$ cat src/spierr_map.vh
`ifndef SPIERR_MAP_VH
`define SPIERR_MAP_VH
// register indices on the plain port (2-bit address)
`define SPIERR_ADDR_DATA 2'h1
`define SPIERR_ADDR_CTRL 2'h2
`define SPIERR_ADDR_CSR 2'h3
// control register fields
`define SPIERR_CTRL_IE 7
`define SPIERR_CTRL_POE 6
`define SPIERR_CTRL_DIV2 5
`define SPIERR_CTRL_MASTER_SELECT_BIT 4
`define SPIERR_CTRL_CPOL 3
`define SPIERR_CTRL_CPHA 2
// status register fields
`define SPIERR_CSR_DONE 7
`define SPIERR_CSR_WRITE_COLLISION_FLAG 6
`define SPIERR_CSR_OVR 5
`define SPIERR_CSR_MODE_FAULT_FLAG 4
`define SPIERR_CSR_SOD 2
`define SPIERR_CSR_SSM 1
`define SPIERR_CSR_SSI 0
// reset values
`define SPIERR_CTRL_RESET 8'h00
`define SPIERR_CSR_RESET 8'h00
`define SPIERR_BITS_PER_BYTE 4'h8
`endif

$ cat src/spierr_core.v
// What this block does
// - master with select low sets mode fault
// - mode fault clears port output enable
// - mode fault clears master select bit
// - fault clears: status read then control write
// - no enable/master set while fault pending
// - fault never set while slave
// - byte while done set sets overrun
// - buffer keeps first byte after clear
// - status read clears overrun
// - data write during transfer discarded, collision
// - collision flag never raises interrupt
// - received byte copied into read buffer
// - halt freezes registers, port inactive
// - slave done in halt wakes device
// - halt wake only if select is low while halted (even if low before entry), as slave
// - shared request gated by enable, cpu mask
// - control bit 7 is interrupt enable
// - control bit 6 port enable, reset cleared
// - done clears: status access then data access
// - software select replaces pin when chosen
`timescale 1ns/100ps
`default_nettype none
`include "spierr_map.vh"
module spierr_core #(
   parameter HALF_DIV = 4
) (
   input wire clk,
   input wire rstn,
   input wire [1:0] addr,
   input wire [7:0] wdata,
   input wire wr,
   input wire rd,
   output reg [7:0] rdata,
   input wire cpu_irq_mask,
   input wire halt_mode,
   input wire sck_in,
   input wire mosi_in,
   input wire miso_in,
   input wire ss_n_in,
   output reg sck_out,
   output reg sck_oe,
   output reg mosi_out,
   output reg mosi_oe,
   output reg miso_out,
   output reg miso_oe,
   output reg irq,
   output reg halt_wake
);
   reg [7:0] ctrl_reg, ctrl_next;
   reg [7:0] csr_reg, csr_next;
   reg [7:0] shift_reg, shift_next;
   reg [7:0] rxbuf_reg, rxbuf_next;
   reg [3:0] cnt_reg, cnt_next;
   reg busy_reg, busy_next;
   reg csr_seen_reg, csr_seen_next;
   reg mode_fault_flag_seen_reg, mode_fault_flag_seen_next;
   reg wake_arm_reg;
   reg [7:0] div_reg;
   reg sck_int_reg;
   reg [2:0] sck_s, mosi_s, miso_s, ss_s;
   reg sck_q, mosi_q, miso_q, ss_q;
   reg sck_prev;
   wire ie = ctrl_reg[`SPIERR_CTRL_IE];
   wire poe = ctrl_reg[`SPIERR_CTRL_POE];
   wire master_select_bit = ctrl_reg[`SPIERR_CTRL_MASTER_SELECT_BIT];
   wire cpol = ctrl_reg[`SPIERR_CTRL_CPOL];
   wire cpha = ctrl_reg[`SPIERR_CTRL_CPHA];
   wire done = csr_reg[`SPIERR_CSR_DONE];
   wire mode_fault_flag = csr_reg[`SPIERR_CSR_MODE_FAULT_FLAG];
   wire overrun_flag = csr_reg[`SPIERR_CSR_OVR];
   // three-stage input sync, accept when stages two and three agree
   always @(posedge clk) begin
      if (!rstn) begin
         sck_s <= 3'h0;
         mosi_s <= 3'h0;
         miso_s <= 3'h0;
         ss_s <= 3'h7;
         sck_q <= 1'b0;
         mosi_q <= 1'b0;
         miso_q <= 1'b0;
         ss_q <= 1'b1;
      end else begin
         sck_s <= {sck_s[1:0], sck_in};
         mosi_s <= {mosi_s[1:0], mosi_in};
         miso_s <= {miso_s[1:0], miso_in};
         ss_s <= {ss_s[1:0], ss_n_in};
         if (sck_s[1] == sck_s[2]) sck_q <= sck_s[2];
         if (mosi_s[1] == mosi_s[2]) mosi_q <= mosi_s[2];
         if (miso_s[1] == miso_s[2]) miso_q <= miso_s[2];
         if (ss_s[1] == ss_s[2]) ss_q <= ss_s[2];
      end
   end
   wire ss_int = csr_reg[`SPIERR_CSR_SSM] ? csr_reg[`SPIERR_CSR_SSI] : ss_q;
   // master clock divider: one-cycle toggle enable
   wire div_tick = (div_reg == HALF_DIV[7:0] - 8'h01);
   always @(posedge clk) begin
      if (!rstn || !busy_reg || !master_select_bit) div_reg <= 8'h00;
      else if (div_tick) div_reg <= 8'h00;
      else div_reg <= div_reg + 8'h01;
   end
   // edge events of the active clock, both roles, level relative to cpol
   wire sck_lvl = master_select_bit ? sck_int_reg : (sck_q ^ cpol);
   wire lead = sck_lvl & ~sck_prev;
   wire trail = ~sck_lvl & sck_prev;
   wire sample = cpha ? trail : lead;
   wire shift = cpha ? lead : trail;
   // halt freezes the port, except an armed slave receive
   wire run = poe && (!halt_mode || (!master_select_bit && wake_arm_reg)) && (master_select_bit || !ss_int);
   wire busy_next_ok = busy_reg || (!master_select_bit && !cpha);
   wire sample_ev = run && busy_next_ok && sample;
   wire data_wr = wr && (addr == `SPIERR_ADDR_DATA);
   wire data_rd = rd && (addr == `SPIERR_ADDR_DATA);
   wire ctrl_wr = wr && (addr == `SPIERR_ADDR_CTRL);
   wire csr_rd = rd && (addr == `SPIERR_ADDR_CSR);
   wire csr_wr = wr && (addr == `SPIERR_ADDR_CSR);
   wire byte_end = sample_ev && (cnt_reg == `SPIERR_BITS_PER_BYTE - 4'h1);
   always @* begin
      ctrl_next = ctrl_reg;
      csr_next = csr_reg;
      shift_next = shift_reg;
      rxbuf_next = rxbuf_reg;
      cnt_next = cnt_reg;
      busy_next = busy_reg;
      csr_seen_next = csr_seen_reg;
      mode_fault_flag_seen_next = mode_fault_flag_seen_reg;
      if (csr_rd || csr_wr) csr_seen_next = done;
      if (csr_rd) mode_fault_flag_seen_next = mode_fault_flag;
      if (csr_wr) csr_next[3:0] = {1'b0, wdata[2:0]};
      if (csr_rd) csr_next[`SPIERR_CSR_OVR] = 1'b0;
      if ((data_rd || data_wr) && csr_seen_reg) begin
         csr_next[`SPIERR_CSR_DONE] = 1'b0;
         csr_next[`SPIERR_CSR_WRITE_COLLISION_FLAG] = 1'b0;
         csr_seen_next = 1'b0;
      end
      if (ctrl_wr) begin
         ctrl_next = wdata;
         // refuse enable and master while fault pends
         if (mode_fault_flag && !mode_fault_flag_seen_reg) begin
            ctrl_next[`SPIERR_CTRL_POE] = 1'b0;
            ctrl_next[`SPIERR_CTRL_MASTER_SELECT_BIT] = 1'b0;
         end
         if (mode_fault_flag_seen_reg) csr_next[`SPIERR_CSR_MODE_FAULT_FLAG] = 1'b0;
         mode_fault_flag_seen_next = 1'b0;
      end
      if (data_wr) begin
         if (busy_reg || (!master_select_bit && !ss_int && cpha == 1'b0 && cnt_reg != 4'h0))
            csr_next[`SPIERR_CSR_WRITE_COLLISION_FLAG] = 1'b1;
         else if (!(done && !csr_seen_reg)) begin
            shift_next = wdata;
            if (master_select_bit && poe) busy_next = 1'b1;
         end
      end
      if (sample_ev) begin
         shift_next = {shift_reg[6:0], master_select_bit ? miso_q : mosi_q};
         cnt_next = cnt_reg + 4'h1;
         busy_next = 1'b1;
      end
      if (byte_end) begin
         cnt_next = 4'h0;
         busy_next = 1'b0;
         if (csr_next[`SPIERR_CSR_DONE])
            csr_next[`SPIERR_CSR_OVR] = 1'b1;
         else begin
            rxbuf_next = {shift_reg[6:0], master_select_bit ? miso_q : mosi_q};
            csr_next[`SPIERR_CSR_DONE] = 1'b1;
         end
      end
      if (!master_select_bit && ss_int && !cpha) cnt_next = 4'h0;
      if (master_select_bit && poe && !ss_int) begin
         csr_next[`SPIERR_CSR_MODE_FAULT_FLAG] = 1'b1;
         ctrl_next[`SPIERR_CTRL_POE] = 1'b0;
         ctrl_next[`SPIERR_CTRL_MASTER_SELECT_BIT] = 1'b0;
         busy_next = 1'b0;
         cnt_next = 4'h0;
      end
   end
   always @(posedge clk) begin
      if (!rstn) begin
         ctrl_reg <= `SPIERR_CTRL_RESET;
         csr_reg <= `SPIERR_CSR_RESET;
         shift_reg <= 8'h00;
         rxbuf_reg <= 8'h00;
         cnt_reg <= 4'h0;
         busy_reg <= 1'b0;
         csr_seen_reg <= 1'b0;
         mode_fault_flag_seen_reg <= 1'b0;
         sck_int_reg <= 1'b0;
         sck_prev <= 1'b0;
         wake_arm_reg <= 1'b0;
         rdata <= 8'h00;
         irq <= 1'b0;
         halt_wake <= 1'b0;
         sck_out <= 1'b0;
         sck_oe <= 1'b0;
         mosi_out <= 1'b0;
         mosi_oe <= 1'b0;
         miso_out <= 1'b0;
         miso_oe <= 1'b0;
      end else begin
         ctrl_reg <= ctrl_next;
         csr_reg <= csr_next;
         shift_reg <= shift_next;
         rxbuf_reg <= rxbuf_next;
         cnt_reg <= cnt_next;
         busy_reg <= busy_next;
         csr_seen_reg <= csr_seen_next;
         mode_fault_flag_seen_reg <= mode_fault_flag_seen_next;
         sck_prev <= sck_lvl;
         if (!busy_next || !master_select_bit) sck_int_reg <= 1'b0;
         else if (div_tick && !halt_mode) sck_int_reg <= ~sck_int_reg;
         if (shift && run && !master_select_bit) miso_out <= shift_reg[7];
         else if (!busy_reg) miso_out <= shift_next[7];
         if (shift && run && master_select_bit) mosi_out <= shift_reg[7];
         else if (!busy_reg) mosi_out <= shift_next[7];
         rdata <= 8'h00;
         if (rd) begin
            case (addr)
               `SPIERR_ADDR_DATA: rdata <= rxbuf_reg;
               `SPIERR_ADDR_CTRL: rdata <= ctrl_reg;
               `SPIERR_ADDR_CSR: rdata <= csr_reg;
               default: rdata <= 8'h00;
            endcase
         end
         // shared gated request, no collision term
         irq <= ie && !cpu_irq_mask && (done || mode_fault_flag || overrun_flag);
         // arm halt wake at any cycle of halt once select is low as slave
         if (!halt_mode) wake_arm_reg <= 1'b0;
         else if (!halt_wake && !wake_arm_reg) wake_arm_reg <= !ss_int && !master_select_bit;
         halt_wake <= halt_mode && wake_arm_reg && ie && done;
         sck_out <= sck_int_reg ^ cpol;
         sck_oe <= poe && master_select_bit;
         mosi_oe <= poe && master_select_bit && !csr_reg[`SPIERR_CSR_SOD];
         miso_oe <= poe && !master_select_bit && !ss_int && !csr_reg[`SPIERR_CSR_SOD];
      end
   end
endmodule
`default_nettype wire

$ cat config.mk
export PLATFORM = sky130hd
export DESIGN_NAME = spierr_core
export DESIGN_NICKNAME = d
export VERILOG_FILES = /design/src/spierr_core.v
export VERILOG_INCLUDE_DIRS = /design/src /design/src/src
export SDC_FILE = /design/constraint.sdc
export NUM_CORES = 1
export LEC_CHECK = 0
export BUFFER_PORTS_ARGS = -buffer_cell sky130_fd_sc_hd__buf_2
export CAP_MARGIN = 20
export CORE_MARGIN = 5
export CORE_UTILIZATION = 62
export CTS_BUF_LIST = sky130_fd_sc_hd__clkbuf_8 sky130_fd_sc_hd__clkbuf_16
export DETAILED_ROUTE_END_ITERATION = 6
export GPL_TIMING_DRIVEN = 0
export PLACE_DENSITY = 0.85
export SLEW_MARGIN = 5
export SYNTH_ARGS = -nofsm -noshare
export SYNTH_HDL_FRONTEND = slang
export SYNTH_SLANG_ARGS = --single-unit
$ cat constraint.sdc
create_clock -name clk -period 3.2 [get_ports clk]
set_clock_uncertainty 0.05 [all_clocks]
set_input_delay 0.32 -clock clk [delete_from_list [all_inputs] [get_ports clk]]
set_output_delay 0.32 -clock clk [all_outputs]
set_load 0.01 [all_outputs]
==> results.yml <==
synth:
  synth_area_leaders: "dfxtp_1 47%, nor2_1 5.1%, mux2i_1 4.1%, a21oi_1 3.9%, nand2_1 3.8%"
  yosys.area.top_type: "dfxtp_1"
  ys_seq_area_share_pct: 47.01
  async_flop_share_pct: 0
  synth_area_per_cell_um2: 9.199
  yosysTopAreaCellShare_pct: 47.01
  synth_ff_type: "dfxtp_1"
  synth_nets: 398
  synth-edff-count: 0
  ys_warn_count: 0
  ys_ff_latch: 81
  netlist_area_mm2: 0.003450
  synthCells: 375
  synth_cell_types: 47
layout:
  syn2layout_area_growth_pct: 12.91
  post-route-util_pct: 71.17
  post_route_cells_drive_above_1_share_pct: 18.35
  diodes: 0
  final_area_mm2: 0.003895
  nFillCells: 434
  fin_nets: 444
setup_path:
  rr_endpoint: "shift_reg[6]$_SDFFE_PN0P_"
  crit_path_end: "shift_reg[6]$_SDFFE_PN0P_"
  crit_slowest_cell: "a31oi_1"
  reg2reg_depth: 7
  critPathMaxStageDelay_ps: 410
  path_cells: "inv_1 > ha_1 > or3b_1 > a31oi_1 > nand2_1 > mux2i_1 > a211oi_2"
  arrival_ps: 2450
  rr_startpoint: "cnt_reg[0]$_SDFFE_PP0P_"
  critPathKind: "flip-flop to flip-flop"
  rrSetupSlack_ps: 910
  startpoint: "cnt_reg[0]$_SDFFE_PP0P_"
  start_kind: "flip-flop"
  critPathMaxFanout: 7
  critPathRequiredTime_ps: 3360
  end_kind: "flip-flop"
floorplan:
  coreArea_mm2: 0.005473
  pin_count: 36
  start_util_pct: 63.03
  die-area_mm2: 0.007155
  die_x_um: 84.59
  rows: 27
  fp.dieH_um: 84.59
sta:
  drv_slew: 0
  min_period_ps: 2289
  rsz0062_at_grt: "no"
  fin_tns_setup_ps: 0
  max-slew-margin-rel_pct: 57.41
  tightest_slew_ps: 632.2
  fmax_ghz: 0.4369
  setup_viol: 0
  fin_crit_sh_pct: 71.53
  hold_violations: 0
detailed_routing:
  ant_nets: 0
  viasPerCell: 5.857
  wire_per_inst_um: 16.45
  num_vias: 2911
  drt_iter0_markers: 207
  drc: 0
  wl_um: 8178
  first_pass_iters: 6
clocking:
  cts_made_buffers: 9
  hold_buffers: 0
  cts_sinks: 81
  clock_latency_ps: 350
  ctsHtreeMaxLevel: 3
  cts_setup_buffers: 0
  root_buffer: "clkbuf_8"
  cts_tree: "yes"
  clk_pin_slew_ps: 70
  ctsLongestPathBuffers: 2
  cts_resized: 0
placement:
  dp_hpwl_um: 5895
  dpl_cell_area_mm2: 0.003715
  place.gp.congestion: 0.9120
  portBuffers: 35
min_path:
  hp-class: "primary input to flip-flop"
power_and_ir_drop:
  switching_share_pct: 23.22
  p_sw_w: 0.0004237
  powerDensity_mw_per_mm2: 468.5
  internal_power_w: 0.001401
  combPwrFrac_pct: 5.8
  ir_drop_uv: 232.0
  p_clk_share_pct: 37.5
  leakagePower_nw: 1.494
  p_seq_share_pct: 56.7
  finalPower_w: 0.001825
run_status:
  status: "complete, no violations"
global_route:
  grt_pass1_wl_um: 13710
  grt_max_degree: 13
  grtUsageTotal_pct: 24.15
  first_global_vias: 2857
  overflow: 0
  antenna_found_initial: 0
run:
  max_cap_viol_count: 0
==> per-layer routing <==
| metal | part of all wire, % | routed length (µm) | global-route usage (%) |
|---|---|---|---|
| met5 | 0 | 0 | 0 |
| met1 | 42 | 3471 | 30.43 |
| met2 | 48 | 3936 | 39.36 |
| met3 | 6.7 | 552 | 4.711 |
| met4 | 2.7 | 217 | 12.09 |
==> critical path: cells and delay by family, from the launching register on <==
kind / cells / cell delay (ps)
compound gates: 2 / 500
mux: 1 / 300
buf+inv: 1 / 70
simple gates: 2 / 740
flops: 1 / 350
fa+ha+maj: 1 / 130
==> placed cells by master, fill, tap and decap left out, types with 8 or more instances in the layout <==
master / count
dfxtp_1: 81
buf_2: 36
nand2b_1: 9
a21oi_1: 27
nand3_1: 12
nand4_1: 9
inv_1: 10
mux2_2: 8
clkbuf_8: 12
clkbuf_1: 11
xnor2_1: 8
nand2_1: 35
a22oi_1: 8
nor2_1: 47
and2_1: 11
nor3_1: 9
mux2i_1: 14
==> stage by stage <==
stage          hold slack (ps)  std cells  worst slack [ps]
6_report                 95.95        497             911.1
5_1_grt                  93.86        497             749.7
4_1_cts                  83.99        497             950.3
3_5_place_dp             354.2        482             965.2
3_3_place_gp             344.7        482             983.5
2_1_floorplan            336.3        375              1351
==> synth_stat cells (2+ instances only) <==
cell        n
xor2_1      2
nor2_1     47
or3_1       3
nand3_1    12
xnor2_1     8
and3b_1     2
buf_6       3
o2111ai_1   4
mux2_2      8
o21ai_1     3
nor3_1      9
and3_1      3
nor2b_1     5
inv_1      10
o21ai_0     7
ha_1        3
clkbuf_1   11
dfxtp_1    81
or3b_1      2
a22oi_1     8
a211oi_1    2
and2_1     11
o31ai_1     7
nand4_1     9
nand2b_1    9
mux2i_1    14
a31oi_1     5
a211oi_2    7
a2111oi_4   2
a21oi_1    27
nand2_1    35
==> cell type report <==
class	count	area [µm²]	area share (%)
tap	72	90.09	2.313
inverter	10	37.54	0.9637
buffer	17	91.34	2.345
clock inverter	3	15.01	0.3855
timing repair buffer	35	175.2	4.497
clock buffer	12	165.2	4.240
multi-input combinational	267	1699	43.62
sequential	81	1622	41.63
==> logic make-up (layout without fill, tap and decap cells) <==
kind of cell / Yosys count / count (layout) / synth area share [%]
DFF: 81 / 81 / 47.01
AOI/OAI and AO/OA: 79 / 79 / 17.19
adders and majority gates: 3 / 3 / 1.088
muxes: 22 / 22 / 6.674
and+or+nand+nor: 153 / 153 / 21.76
buffers and inverters: 27 / 77 / 3.736
xor gates and xnor gates: 10 / 10 / 2.539
==> power groups by stage <==
| stage | Sequential [W] | Combinational, W | Clock, W |
|---|---|---|---|
| floorplan | 0.00106 | 0.0000658 | 0 |
| global placement | 0.00106 | 0.000101 | 0 |
| detailed placement | 0.00106 | 0.000104 | 0 |
| CTS | 0.00104 | 0.000105 | 0.000690 |
| global route | 0.00104 | 0.000117 | 0.000739 |
| finish | 0.00104 | 0.000106 | 0.000684 |
==> worst min path at each step <==
stage,startpoint,cells past startpoint,slack [ps],endpoint
after floorplan,ss_s[0]$_SDFF_PN1_,1,340,ss_s[1]$_SDFF_PN1_
after global placement,ss_s[0]$_SDFF_PN1_,1,340,ss_s[1]$_SDFF_PN1_
after detailed placement,ss_s[0]$_SDFF_PN1_,1,350,ss_s[1]$_SDFF_PN1_
after CTS,cpu_irq_mask,2,80,irq$_SDFF_PN0_
after global routing,cpu_irq_mask,2,90,irq$_SDFF_PN0_
final,cpu_irq_mask,2,100,irq$_SDFF_PN0_
No activity file was read; power rests on OpenSTA's default activity.
